**src/inc/eprom_host_pkg.sv**
```systemverilog
// Constants and types for the byte-wide memory programmer and reader
`default_nettype none
package eprom_host_pkg;
    // ****************************************************************
    // Array shape
    // ****************************************************************
    localparam int ADDR_W = 14;
    localparam int DATA_W = 8;
    localparam int TMR_W = 16;
    localparam logic [DATA_W-1:0] ERASED_BYTE = 8'hff;

    // ****************************************************************
    // Timing, in ns, and derived clock counts
    // ****************************************************************
    localparam int CLK_PERIOD_NS = 10;
    localparam int T_PULSE_NS = 100000;
    localparam int T_PULSE_MIN_NS = 95000;
    localparam int T_PULSE_MAX_NS = 105000;
    localparam int T_SETUP_NS = 2000;
    localparam int T_HOLD_NS = 2000;
    localparam int T_ACCESS_NS = 250;
    localparam int SYNC_STAGES = 2;
    localparam int PULSE_CYC = T_PULSE_NS / CLK_PERIOD_NS;
    localparam int SETUP_CYC =
        (T_SETUP_NS + CLK_PERIOD_NS - 1) / CLK_PERIOD_NS;
    localparam int HOLD_CYC =
        (T_HOLD_NS + CLK_PERIOD_NS - 1) / CLK_PERIOD_NS;
    localparam int ACCESS_CYC =
        (T_ACCESS_NS + CLK_PERIOD_NS - 1) / CLK_PERIOD_NS + SYNC_STAGES;
    localparam int MAX_PULSES = 10;

    // ****************************************************************
    // Commands and states
    // ****************************************************************
    typedef enum logic [1:0] {
        OP_READ = 2'h0,
        OP_PROGRAM = 2'h1,
        OP_SIGNATURE = 2'h2,
        OP_CHECK = 2'h3
    } op_type;

    typedef enum logic [2:0] {
        ST_IDLE = 3'b000,
        ST_SETUP = 3'b001,
        ST_PULSE = 3'b010,
        ST_HOLD = 3'b011,
        ST_TURN = 3'b100,
        ST_ACCESS = 3'b101
    } state_type;
endpackage : eprom_host_pkg
`default_nettype wire

```
**src/inc/timer_if.sv**
```systemverilog
// Start and done signals between the sequencer and its interval timer
`timescale 1ns/1ps
`default_nettype none
interface timer_if;
    logic start;
    logic [eprom_host_pkg::TMR_W-1:0] load;
    logic done;
    modport ctrl (output start, output load, input done);
    modport tmr (input start, input load, output done);
endinterface : timer_if
`default_nettype wire

```
**src/rtl/interval_timer.sv**
```systemverilog
// Down counter giving a one-cycle done pulse after a loaded interval
`timescale 1ns/1ps
`default_nettype none
module interval_timer (
    input wire logic clk, // System clock
    input wire logic reset, // Synchronous reset, active high
    timer_if.tmr tif // Start, load and done
);
    logic [eprom_host_pkg::TMR_W-1:0] count_q;
    logic run_q;

    always_ff @(posedge clk) begin
        if (reset) begin
            count_q <= '0;
            run_q <= 1'b0;
            tif.done <= 1'b0;
        end else begin
            tif.done <= 1'b0;
            if (tif.start) begin
                count_q <= tif.load;
                run_q <= 1'b1;
            end else if (run_q) begin
                if (count_q <= 16'h0002) begin
                    run_q <= 1'b0;
                    tif.done <= 1'b1;
                end else begin
                    count_q <= count_q - 16'h0001;
                end
            end
        end
    end
endmodule : interval_timer
`default_nettype wire

```
**src/rtl/eprom_host.sv**
```systemverilog
// Programmer and reader driving a 16K x 8 programmable memory by its pins
`timescale 1ns/1ps
`default_nettype none
module eprom_host #(
    parameter int PULSE_CYCLES = eprom_host_pkg::PULSE_CYC
) (
    input wire logic clk, // System clock
    input wire logic reset, // Synchronous reset, active high
    input wire logic cmd_valid, // Command offered
    output logic cmd_ready, // Command accepted when valid
    input wire eprom_host_pkg::op_type cmd_op, // Command kind
    input wire logic [13:0] cmd_addr, // Byte address
    input wire logic [7:0] cmd_data, // Byte to program or expect
    output logic resp_valid, // One-cycle answer pulse
    output logic [7:0] resp_data, // Byte read back
    output logic resp_fail, // Program or check failed
    output logic device_failed, // Sticky failure, blocks programming
    output logic [13:0] mem_addr, // Address pins
    output logic chip_on_n, // Chip enable pin
    output logic output_drv_n, // Output enable pin
    output logic prog_strobe_n, // Program pulse pin
    output logic vpp_raise, // Request raised programming supply
    output logic id_hv_on, // Force identifier voltage on address
    input wire logic [7:0] byte_lines_in, // Data pins, sensed
    output logic [7:0] byte_lines_out, // Data pins, driven
    output logic byte_lines_oe // High while driving data pins
);
    // ****************************************************************
    // Declarations
    // ****************************************************************
    eprom_host_pkg::state_type state_q;
    eprom_host_pkg::op_type op_q;
    logic [7:0] sync1_q;
    logic [7:0] sync2_q;
    logic [3:0] pulse_cnt_q;
    logic [15:0] wait_load;
    logic wait_start;
    logic take;
    logic match;
    logic prog_miss;
    logic retry;
    timer_if tif ();
    interval_timer u_timer (
        .clk(clk),
        .reset(reset),
        .tif(tif.tmr)
    );
    assign tif.start = wait_start;
    assign tif.load = wait_load;
    assign cmd_ready = (state_q == eprom_host_pkg::ST_IDLE);
    assign take = cmd_valid && cmd_ready;
    assign match = (sync2_q == byte_lines_out);
    assign prog_miss = op_q == eprom_host_pkg::OP_PROGRAM && !match;
    assign retry = prog_miss && pulse_cnt_q < 4'(eprom_host_pkg::MAX_PULSES);

    // ****************************************************************
    // Data pin synchroniser
    // ****************************************************************
    always_ff @(posedge clk) begin
        if (reset) begin
            sync1_q <= '0;
            sync2_q <= '0;
        end else begin
            sync1_q <= byte_lines_in;
            sync2_q <= sync1_q;
        end
    end
    // ****************************************************************
    // Interval requests to the timer
    // ****************************************************************
    always_comb begin
        wait_start = 1'b0;
        wait_load = 16'(eprom_host_pkg::SETUP_CYC);
        case (state_q)
            eprom_host_pkg::ST_IDLE: begin
                if (take && cmd_op == eprom_host_pkg::OP_PROGRAM) begin
                    wait_start = !device_failed;
                end else if (take) begin
                    wait_start = 1'b1;
                    wait_load = 16'(eprom_host_pkg::ACCESS_CYC);
                end
            end
            eprom_host_pkg::ST_SETUP: begin
                wait_start = tif.done;
                wait_load = 16'(PULSE_CYCLES);
            end
            eprom_host_pkg::ST_PULSE: begin
                wait_start = tif.done;
                wait_load = 16'(eprom_host_pkg::HOLD_CYC);
            end
            eprom_host_pkg::ST_HOLD: begin
                wait_start = tif.done;
            end
            eprom_host_pkg::ST_TURN: begin
                wait_start = tif.done;
                wait_load = 16'(eprom_host_pkg::ACCESS_CYC);
            end
            eprom_host_pkg::ST_ACCESS: begin
                wait_start = tif.done && retry;
            end
            default: wait_start = 1'b0;
        endcase
    end
    // ****************************************************************
    // Sequencer and pin drive
    // ****************************************************************
    always_ff @(posedge clk) begin
        if (reset) begin
            state_q <= eprom_host_pkg::ST_IDLE;
            op_q <= eprom_host_pkg::OP_READ;
            pulse_cnt_q <= '0;
            mem_addr <= '0;
            chip_on_n <= 1'b1;
            output_drv_n <= 1'b1;
            prog_strobe_n <= 1'b1;
            vpp_raise <= 1'b0;
            id_hv_on <= 1'b0;
            byte_lines_out <= eprom_host_pkg::ERASED_BYTE;
            byte_lines_oe <= 1'b0;
            resp_valid <= 1'b0;
            resp_data <= '0;
            resp_fail <= 1'b0;
            device_failed <= 1'b0;
        end else begin
            resp_valid <= 1'b0;
            case (state_q)
                eprom_host_pkg::ST_IDLE: begin
                    if (take) begin
                        op_q <= cmd_op;
                        byte_lines_out <= cmd_data;
                        pulse_cnt_q <= '0;
                        mem_addr <= cmd_addr;
                        if (cmd_op == eprom_host_pkg::OP_PROGRAM) begin
                            if (device_failed) begin
                                resp_valid <= 1'b1;
                                resp_fail <= 1'b1;
                            end else begin
                                vpp_raise <= 1'b1;
                                chip_on_n <= 1'b0;
                                byte_lines_oe <= 1'b1;
                                state_q <= eprom_host_pkg::ST_SETUP;
                            end
                        end else begin
                            if (cmd_op == eprom_host_pkg::OP_SIGNATURE) begin
                                id_hv_on <= 1'b1;
                                mem_addr <= 14'(cmd_addr[0]);
                            end
                            vpp_raise <= 1'b0;
                            chip_on_n <= 1'b0;
                            output_drv_n <= 1'b0;
                            state_q <= eprom_host_pkg::ST_ACCESS;
                        end
                    end
                end
                eprom_host_pkg::ST_SETUP: begin
                    if (tif.done) begin
                        prog_strobe_n <= 1'b0;
                        pulse_cnt_q <= pulse_cnt_q + 4'h1;
                        state_q <= eprom_host_pkg::ST_PULSE;
                    end
                end
                eprom_host_pkg::ST_PULSE: begin
                    if (tif.done) begin
                        prog_strobe_n <= 1'b1;
                        state_q <= eprom_host_pkg::ST_HOLD;
                    end
                end
                eprom_host_pkg::ST_HOLD: begin
                    if (tif.done) begin
                        byte_lines_oe <= 1'b0;
                        state_q <= eprom_host_pkg::ST_TURN;
                    end
                end
                eprom_host_pkg::ST_TURN: begin
                    if (tif.done) begin
                        output_drv_n <= 1'b0;
                        state_q <= eprom_host_pkg::ST_ACCESS;
                    end
                end
                eprom_host_pkg::ST_ACCESS: begin
                    if (tif.done) begin
                        output_drv_n <= 1'b1;
                        if (retry) begin
                            byte_lines_oe <= 1'b1;
                            state_q <= eprom_host_pkg::ST_SETUP;
                        end else begin
                            resp_valid <= 1'b1;
                            resp_data <= sync2_q;
                            resp_fail <= (op_q == eprom_host_pkg::OP_PROGRAM
                                || op_q == eprom_host_pkg::OP_CHECK) && !match;
                            if (prog_miss) begin
                                device_failed <= 1'b1;
                            end
                            chip_on_n <= 1'b1;
                            vpp_raise <= 1'b0;
                            id_hv_on <= 1'b0;
                            state_q <= eprom_host_pkg::ST_IDLE;
                        end
                    end
                end
                default: state_q <= eprom_host_pkg::ST_IDLE;
            endcase
        end
    end

    logic [15:0] low_len_q;
    always_ff @(posedge clk) begin
        if (reset || prog_strobe_n) begin
            low_len_q <= '0;
        end else begin
            low_len_q <= low_len_q + 16'h0001;
        end
    end
endmodule : eprom_host
`default_nettype wire

```
**config.mk**
```make
export PLATFORM = sky130hd
export DESIGN_NAME = eprom_host
export DESIGN_NICKNAME = d
export VERILOG_FILES = /design/src/inc/eprom_host_pkg.sv /design/src/inc/timer_if.sv /design/src/rtl/interval_timer.sv /design/src/rtl/eprom_host.sv
export SDC_FILE = /design/constraint.sdc
export NUM_CORES = 1
export LEC_CHECK = 0
export CAP_MARGIN = 0
export CORE_MARGIN = 2
export CORE_UTILIZATION = 63
export CTS_CLUSTER_SIZE = 25
export DETAILED_ROUTE_END_ITERATION = 7
export DONT_BUFFER_PORTS = 1
export PLACE_DENSITY = 0.9
export REMOVE_ABC_BUFFERS = 1
export SLEW_MARGIN = 15
export SYNTH_ARGS = -nofsm -noshare
export SYNTH_HDL_FRONTEND = slang
export SYNTH_HIERARCHICAL = 1
export SYNTH_SLANG_ARGS = --single-unit
```
**constraint.sdc**
```tcl
create_clock -name clk -period 2.8 [get_ports clk]
set_clock_uncertainty 0.2 [all_clocks]
set_input_delay 0.56 -clock clk [delete_from_list [all_inputs] [get_ports clk]]
set_output_delay 0.56 -clock clk [all_outputs]
set_load 0.1 [all_outputs]
```
==> qor.yml, run 1 <==
final_layout_size_suffix_gt1_share_pct: 19.3
drt_iter0_markers: 285
numCtsBuffers: 9
htreeDepth: 3
die_area_um2: 6440
cp.arrival_ns: 2.62
grt.total_usage_pct: 28.1
pin_count: 75
synthTopCellsByCount: "82 x dfxtp_1, 36 x nand2_1, 27 x nor2_1, 22 x nor2b_1"
die_y_um: 80.2
area_delta_synth_final_pct: 16.9
busiest_layer: "met2"
power.total_mw: 4.31
peakVddDrop_mv: 0.649
critical-path-top-delay-family: "simple AND/OR/NAND/NOR gates"
slowest_delay_ns: 0.43
ys_ff_latch: 82
num_rows: 27
die_w_um: 80.2
drt-total-wl_mm: 8.76
synth_top_area_cell: "dfxtp_1"
min_period_over_period_pct: 91.3
r2r-end: "u_timer/count_q[7]$_SDFFE_PP0P_"
cp.required_ns: 2.87
setup_viol: 0
rsz0062_at_grt: "false"
grt_pass1_wl_mm: 14.0
reg2reg_depth: 9
cap_violations: 0
max_freq_mhz: 391
synth.most_common_cell: "dfxtp_1"
p_per_area_nw_per_um2: 1010
ys_top_cells_by_area: "dfxtp_1 45%, nor2b_1 3.8%, nand2_1 3.7%, a22o_1 3.1%, xor2_1 3.1%"
slew_headroom_pct: 49.8
critPathCaptureType: "flip-flop"
critPathCapture: "u_timer/count_q[7]$_SDFFE_PP0P_"
synth_area_per_cell_um2: 9.30
yosysUniqueCellTypes: 60
reg2reg_slack_ns: 0.24
cts_tree: "built"
antennaDiodeCount: 0
grt_use_met2_pct: 49.8
tightest_slew_ns: 0.750
critical_path.startpoint_type: "flip-flop"
cp_max_fo: 14
slowest_stage: "or3_4"
syn_inst: 394
grtUsageMet1_pct: 33.1
synth_top_area_share_pct: 44.8
detail-route-antenna-nets: 0
num_vias: 3148
hold_path.class: "input port to flip-flop"
power.leakage_nw: 1.67
timing_worst_setup_path_type: "flip-flop to flip-flop"
clock_path_buffers: 2
async_flop_share_pct: 0
grt_antenna_before_repair: 0
report.final.slew_viol_count: 0
critPathLaunch: "state_q[1]$_SDFFE_PP0P_"
path_clk_slew_ns: 0.09
start_util_pct: 65.7
nets: 474
grt_pass1_vias: 2975
tns_ns: 0
portBuffers: 0
vias_per_cell: 6.14
drtPass1Iterations: 7
yosysWarnings: 6
place.gp.congestion: 1.01
clock_sinks: 82
grt_max_degree: 83
status: "completed"
grt-ovfl-total: 0
postLayoutCoreUtil_pct: 76.8
synth_area_um2: 3660
finalCriticalPeriod_ns: 2.56
critPathBufInv: 3
hold_viol: 0
seq_area_frac_synth_pct: 44.8
core_um2: 5570
wire_per_inst_um: 17.1
synth_edf_count: 0
whs_ns: 0.0609
route.detailed.drc: 0
worstSkewPairLatency_ns: 0.36
rr_startpoint: "state_q[1]$_SDFFE_PP0P_"
dp_hpwl_mm: 5.92
worst-path-stages: 9
crit_chain: "or3_4 -> inv_2 -> and3_1 -> o22a_1 -> o22ai_1 -> inv_1 -> buf_4 -> nor2_1 -> a211oi_1"
root_buffer: "clkbuf_8"
synth_flop_cell: "dfxtp_1"
met3_usage_pct: 5.96
## registers in the layout, indices dropped and copies added (netlist names), 3 cells and up
register	flops
state_q	3
sync2_q	8
resp_data	8
mem_addr	14
pulse_cnt_q	4
sync1_q	8
u_timer/count_q	16
byte_lines_out	8
## how the worst min path moves through the flow
stage	from	end	slack, ns	depth (start not counted)
2_1_floorplan	sync1_q[0]$_SDFF_PP0_	sync2_q[0]$_SDFF_PP0_	0.21	1
5_1_grt	reset	sync1_q[7]$_SDFF_PP0_	0.06	1
4_1_cts	reset	u_timer/count_q[13]$_SDFFE_PP0P_	0.05	1
6_report	reset	u_timer/count_q[13]$_SDFFE_PP0P_	0.06	1
3_3_place_gp	sync1_q[5]$_SDFF_PP0_	sync2_q[5]$_SDFF_PP0_	0.22	1
3_5_place_dp	sync1_q[5]$_SDFF_PP0_	sync2_q[5]$_SDFF_PP0_	0.23	1
## timing repair
action | 4_1_cts | 5_1_grt
gates resized for setup | 0 | 1
buffers inserted | 0 | 0
hold endpoints to repair | 0 | 0
hold buffers | 0 | 0
endpoints found under the setup margin | 0 | 6
## report_power, final
group | total [mW] | internal (mW) | switching (mW)
registers | 1.52 | 1.34 | 0.176
logic | 1.80 | 0.544 | 1.25
clock network | 0.990 | 0.522 | 0.468
## kinds of logic after synthesis
kind of cell | count (synthesis) | synth area share, %
flops | 82 | 44.8
simple gates | 166 | 27.0
buf+inv | 36 | 3.96
xor+xnor | 17 | 4.07
other cells | 1 | 0.102
mux | 10 | 2.73
fa+ha+maj | 3 | 1.03
compound gates | 79 | 16.3
## layout by cell type (no fill, tap or decap), drive strengths merged, types with 16 or more instances in the layout
master,Yosys,layout
dfxtp,82,82
buf,7,50
nand2,36,36
nor2,27,27
nor2b,22,22
nor3,20,20
a21oi,19,19
nand2b,18,18
inv,12,16
## layer usage
layer	wire, um	share of wire (%)
met3	714	8.1
met4	184	2.1
met2	4420	50
met1	3440	39
met5	0	0
## area by class of cell
type,instances,area (um^2)
timing repair buffer,50,375
clock inverter,7,109
tap,72,90.1
multi-input combinational,281,1890
fill,352,1290
sequential,82,1640
inverter,12,45.0
clock buffer,9,124
## stage by stage
stage / setup WS (ns) / std cells / cell area [um^2]
after floorplan: -0.819 / 375 / 3580
after global placement: 0.380 / 497 / 4050
after detailed placement: 0.248 / 497 / 4050
after CTS: 0.150 / 513 / 4280
after global routing: 0.0787 / 513 / 4280
final: 0.244 / 513 / 4280
Power figures use the tool's default switching activity.
==> run 2: changes to the inputs <==
--- a/config.mk
+++ b/config.mk
@@ -6,12 +6,13 @@
 export NUM_CORES = 1
 export LEC_CHECK = 0
 export CAP_MARGIN = 0
+export CORE_ASPECT_RATIO = 1.4
 export CORE_MARGIN = 2
 export CORE_UTILIZATION = 63
 export CTS_CLUSTER_SIZE = 25
 export DETAILED_ROUTE_END_ITERATION = 7
 export DONT_BUFFER_PORTS = 1
-export PLACE_DENSITY = 0.9
+export PLACE_DENSITY = 0.79
 export REMOVE_ABC_BUFFERS = 1
 export SLEW_MARGIN = 15
 export SYNTH_ARGS = -nofsm -noshare
==> qor.yml, run 2 (synthesis results as in run 1) <==
status: "completed"
reg2reg_depth: 9
power.total_mw: 4.31
r2r-end: "u_timer/count_q[7]$_SDFFE_PP0P_"
max_freq_mhz: 401
reg_top3: "u_timer/count_q (16), mem_addr (14)"
intPower_mw: 2.44
final_layout_size_suffix_gt1_share_pct: 19.6
grt.total_usage_pct: 26.6
layout_common_cells: "82 x dfxtp_1, 53 x buf_4, 36 x nand2_1, 27 x nor2_1, 22 x nor2b_1"
cts_hold_buf: 0
regMostFlops: "u_timer/count_q"
final_cells: 512
swShare_pct: 43.4
wire_per_inst_um: 16.1
postCtsSetupBuffers: 0
num_vias: 3054
num_rows: 32
portBuffers: 0
slew_headroom_pct: 46.8
postLayoutCoreUtil_pct: 77.4
p_comb_share_pct: 41.8
power.share.clock_pct: 23.1
critPathCaptureType: "flip-flop"
cp_max_fo: 14
cp.required_ns: 2.87
die_area_um2: 6450
drt_iter0_markers: 204
antennaDiodeCount: 0
hold_start: "reset"
rr_startpoint: "state_q[1]$_SDFFE_PP0P_"
place.gp.congestion: 0.832
place_inst: 496
die_w_um: 68.4
rsz0062_at_grt: "false"
place_ws_ns: 0.373
critPathLaunch: "state_q[1]$_SDFFE_PP0P_"
drt-total-wl_mm: 8.22
final_area_um2: 4310
cp.arrival_ns: 2.56
whs_path_depth: 1
p_per_area_nw_per_um2: 1000
min_period_over_period_pct: 89.0
p_seq_share_pct: 35.1
core_um2: 5570
start_util_pct: 65.8
power.leakage_nw: 1.69
hold_viol: 0
tightest_slew_ns: 0.795
clock_sinks: 82
numCtsBuffers: 9
switchingPower_mw: 1.87
finalCriticalPeriod_ns: 2.49
detail-route-antenna-nets: 0
root_buffer: "clkbuf_8"
largest_register_ffs: 16
holdPathEnd: "sync1_q[7]$_SDFF_PP0_"
report.final.slew_viol_count: 0
cts_tree: "built"
final_common_cell: "dfxtp_1"
setup_viol: 0
cap_violations: 0
route.detailed.drc: 0
grt_max_degree: 83
peakVddDrop_mv: 0.567
timing_worst_setup_path_type: "flip-flop to flip-flop"
grt_antenna_before_repair: 0
htreeDepth: 3
reg2reg_slack_ns: 0.31
vias_per_cell: 5.96
path_clk_slew_ns: 0.09
grt-ovfl-total: 0
place_area_um2: 4070
hold_path.class: "input port to flip-flop"
nets: 477
grt_pass1_wl_mm: 13.0
worstSkewPairLatency_ns: 0.35
die_y_um: 94.2
critical_path.startpoint_type: "flip-flop"
drtPass1Iterations: 4
area_delta_synth_final_pct: 17.6
pin_count: 75
clock_path_buffers: 2
fin_ws_ns: 0.309
cts_resized: 0
grt_pass1_vias: 2918
dp_hpwl_mm: 5.66
[run 2: changes by cell type in the layout (fill, tap and decap cells not counted), sizes merged]
cell and delta:
buf +3, clkbuf +1, clkinv -1, clkinvlp +1, inv -1
[run 2: routing by layer]
| layer | GRT usage, % | share of wire, % |
|---|---|---|
| met5 | 0 | 0 |
| met4 | 13.2 | 1.8 |
| met3 | 7.07 | 6.9 |
| met2 | 44.8 | 51 |
| met1 | 29.9 | 40 |
[run 2: worst max-delay path, cell delays in order, from the launching register on]
cell and delay [ns]:
dfxtp_1 0.40, or3_4 0.43, inv_2 0.07, and3_1 0.22
o22a_1 0.15, o22ai_1 0.08, inv_1 0.34, buf_4 0.25
nor2_1 0.06, a211oi_1 0.20
[run 2: worst max-delay path by stage]
stage | cells after the start | slack (ns) | endpoint
after floorplan | 8 | -0.82 | u_timer/count_q[2]$_SDFFE_PP0P_
after global placement | 9 | 0.47 | u_timer/count_q[7]$_SDFFE_PP0P_
after detailed placement | 8 | 0.37 | u_timer/count_q[10]$_SDFFE_PP0P_
after CTS | 9 | 0.33 | u_timer/count_q[7]$_SDFFE_PP0P_
after global routing | 8 | 0.04 | u_timer/count_q[10]$_SDFFE_PP0P_
final | 9 | 0.31 | u_timer/count_q[7]$_SDFFE_PP0P_
[run 2: power groups by stage]
stage                     clock [mW]  combinational [mW]  sequential (mW)
final                          0.995                1.80             1.51
after global routing            1.04                1.92             1.53
after CTS                      0.997                1.79             1.51
after detailed placement           0                1.77             1.53
after global placement             0                1.73             1.52
after floorplan                    0               0.861             2.03
[run 2: layout make-up]
cell class	instances	area, um^2
multi-input combinational	281	1900
sequential	82	1640
fill	377	1260
timing repair buffer	53	398
clock buffer	10	138
clock inverter	6	96.3
tap	68	85.1
inverter	12	45.0
[run 2: stage by stage]
step	hold slack (ns)	setup TNS, ns
2_1_floorplan	0.214	-10.63
3_3_place_gp	0.216	0
3_5_place_dp	0.227	0
4_1_cts	0.0670	0
5_1_grt	0.0612	0
6_report	0.0646	0
==> run 3: changes to the inputs <==
--- a/config.mk
+++ b/config.mk
@@ -5,6 +5,7 @@
 export SDC_FILE = /design/constraint.sdc
 export NUM_CORES = 1
 export LEC_CHECK = 0
+export ABC_AREA = 1
 export CAP_MARGIN = 0
 export CORE_ASPECT_RATIO = 1.4
 export CORE_MARGIN = 2
==> constraint.sdc (replaced) <==
create_clock -name clk -period 2.8 [get_ports clk]
set_clock_uncertainty 0.2 [all_clocks]
set_input_delay 0.56 -clock clk [delete_from_list [all_inputs] [get_ports clk]]
set_output_delay 0.56 -clock clk [all_outputs]
set_load 0.01 [all_outputs]
==> qor.yml, run 3 <==
status: "completed"
grt.total_usage_pct: 27.4
die_w_um: 71.2
drt_iter0_markers: 263
reg_top3: "u_timer/count_q (16), mem_addr (14)"
critPathCaptureType: "flip-flop"
path_clk_slew_ns: 0.09
drtPass1Iterations: 4
report.final.slew_viol_count: 0
slew_headroom_pct: 48.5
cp.required_ns: 2.84
cap_violations: 0
critical_path.startpoint_type: "flip-flop"
async_flop_share_pct: 0
max_freq_mhz: 403
drt-total-wl_mm: 9.15
synth_flop_cell: "dfxtp_1"
ys_ff_latch: 82
root_buffer: "clkbuf_8"
nets: 616
dp_hpwl_mm: 6.85
peakVddDrop_mv: 0.864
grt_max_degree: 46
grt_pass1_wl_mm: 15.5
place_ws_ns: 0.253
grt_pass1_vias: 3545
clock_sinks: 82
clock_path_buffers: 2
antennaDiodeCount: 0
largest_register_ffs: 16
r2r-end: "u_timer/count_q[9]$_SDFFE_PP0P_"
num_vias: 3583
synth_area_um2: 3980
grt-ovfl-total: 0
power.leakage_nw: 1.96
final_layout_size_suffix_gt1_share_pct: 9.78
synth_edf_count: 0
whs_ns: 0.0787
wire_per_inst_um: 14.0
finalCriticalPeriod_ns: 2.48
die_area_um2: 6970
grt_antenna_before_repair: 0
regMostFlops: "u_timer/count_q"
synth_top_area_share_pct: 41.3
start_util_pct: 64.5
seq_area_frac_synth_pct: 41.3
whs_path_depth: 1
min_period_over_period_pct: 88.7
cp.arrival_ns: 2.52
layout_common_cells: "144 x nand2_1, 82 x dfxtp_1, 80 x nor2_1, 66 x inv_1, 45 x nand3_1"
reg2reg_depth: 14
portBuffers: 0
setup_viol: 0
fin_ws_ns: 0.317
route.detailed.drc: 0
die_y_um: 98.0
worstSkewPairLatency_ns: 0.34
num_rows: 34
ys_top_cells_by_area: "dfxtp_1 41%, nand2_1 14%, nor2_1 7.6%, inv_1 6.2%, nand3_1 5.7%"
tns_ns: 0
tightest_slew_ns: 0.769
syn_inst: 575
numCtsBuffers: 9
detail-route-antenna-nets: 0
vias_per_cell: 5.47
htreeDepth: 3
synth.most_common_cell: "nand2_1"
place.gp.congestion: 0.973
timing_worst_setup_path_type: "flip-flop to flip-flop"
power.total_mw: 5.03
postCtsSetupBuffers: 0
holdPathEnd: "sync1_q[0]$_SDFF_PP0_"
cts_tree: "built"
pin_count: 75
postLayoutCoreUtil_pct: 69.2
synth_area_per_cell_um2: 6.92
yosysWarnings: 6
p_per_area_nw_per_um2: 1180
hold_viol: 0
synth_top_area_cell: "dfxtp_1"
reg2reg_slack_ns: 0.32
cp_max_fo: 18
rsz0062_at_grt: "false"
final_common_cell: "nand2_1"
area_delta_synth_final_pct: 7.27
rr_startpoint: "byte_lines_out[6]$_SDFFE_PP1P_"
yosysUniqueCellTypes: 43
hold_start: "reset"
core_um2: 6170
hold_path.class: "input port to flip-flop"
synthTopCellsByCount: "145 x nand2_1, 82 x dfxtp_1, 81 x nor2_1, 66 x inv_1, 45 x nand3_1"
## run 3: changes by cell type in the layout (fill, tap and decap cells not counted), sizes merged, moves of 9 or more
cell and change:
a211oi -9, a22o -13, buf -48, inv +58
mux2i -10, nand2 +118, nand2b -18, nand3 +42
nor2 +63, nor2b -22, nor3 -14, o21ai +37
xor2 -10
## run 3: what timing repair did
| item | in CTS | in global routing |
|---|---|---|
| hold endpoints to repair | 0 | 0 |
| endpoints found under the setup margin | 0 | 7 |
| hold buffers | 0 | 0 |
| gates resized for setup | 0 | 3 |
## run 3: where the power goes
group          internal (mW)  switching (mW)
registers               1.41           0.309
clock network          0.446           0.433
logic                  0.835            1.59
## run 3: layout make-up
class / instances / area [um^2]
clock buffers: 10 / 138
clock inverters: 6 / 72.6
fillers: 542 / 1900
inverters: 74 / 288
multi-input cells: 406 / 2000
flip-flops and latches: 82 / 1640
well taps: 72 / 90.1
repair buffers: 5 / 37.5
## run 3: how the worst max path moves through the flow
stage                     slack, ns                      startpoint                                to  cells after the start
after floorplan                0.26         state_q[0]$_SDFFE_PP0P_   u_timer/count_q[6]$_SDFFE_PP0P_                     11
after global placement         0.34  byte_lines_out[6]$_SDFFE_PP1P_  u_timer/count_q[13]$_SDFFE_PP0P_                     14
after detailed placement       0.25  byte_lines_out[2]$_SDFFE_PP1P_  u_timer/count_q[13]$_SDFFE_PP0P_                     14
after CTS                      0.23  byte_lines_out[2]$_SDFFE_PP1P_  u_timer/count_q[15]$_SDFFE_PP0P_                     14
after global routing           0.08  byte_lines_out[2]$_SDFFE_PP1P_   u_timer/count_q[4]$_SDFFE_PP0P_                     13
final                          0.32  byte_lines_out[6]$_SDFFE_PP1P_   u_timer/count_q[9]$_SDFFE_PP0P_                     14
## run 3: per-stage QoR
| stage | area, um^2 | cells |
|---|---|---|
| floorplan | 3920 | 562 |
| global placement | 4040 | 639 |
| detailed placement | 4040 | 639 |
| CTS | 4250 | 655 |
| global route | 4270 | 655 |
| finish | 4270 | 655 |
## run 3: worst max-delay path, stage by stage, from the launching register on
cell and delay, ns:
dfxtp_1 0.45, xnor2_1 0.17, nand2_1 0.07, nor2_1 0.09, nand2_1 0.14, nand4_1 0.21
nand2_1 0.10, nand2_1 0.09, nand2_2 0.14, inv_2 0.31, nand2_1 0.13, nand4_1 0.11
nand3_1 0.07, nand2_1 0.06, inv_1 0.05
## run 3: cell families (layout without fill, tap and decap cells)
kind of cell | Yosys count | after routing | share of synthesized area (%)
AOI/OAI and AO/OA | 79 | 79 | 11.5
xor gates and xnor gates | 7 | 7 | 1.54
adders and majority gates | 3 | 3 | 0.944
buffers and inverters | 92 | 95 | 9.25
DFF | 82 | 82 | 41.3
other | 1 | 6 | 0.0943
and+or+nand+nor | 311 | 311 | 35.4
## run 3: layer usage
metal	part of all wire, %	routed length, um	vias up	global-route usage (%)
met2	54	4960	105	51.3
met1	38	3460	1624	27.1
met3	4.2	387	26	5.88
li1	-	-	1828	-
met5	0	0	-	0
met4	3.7	341	0	15.1
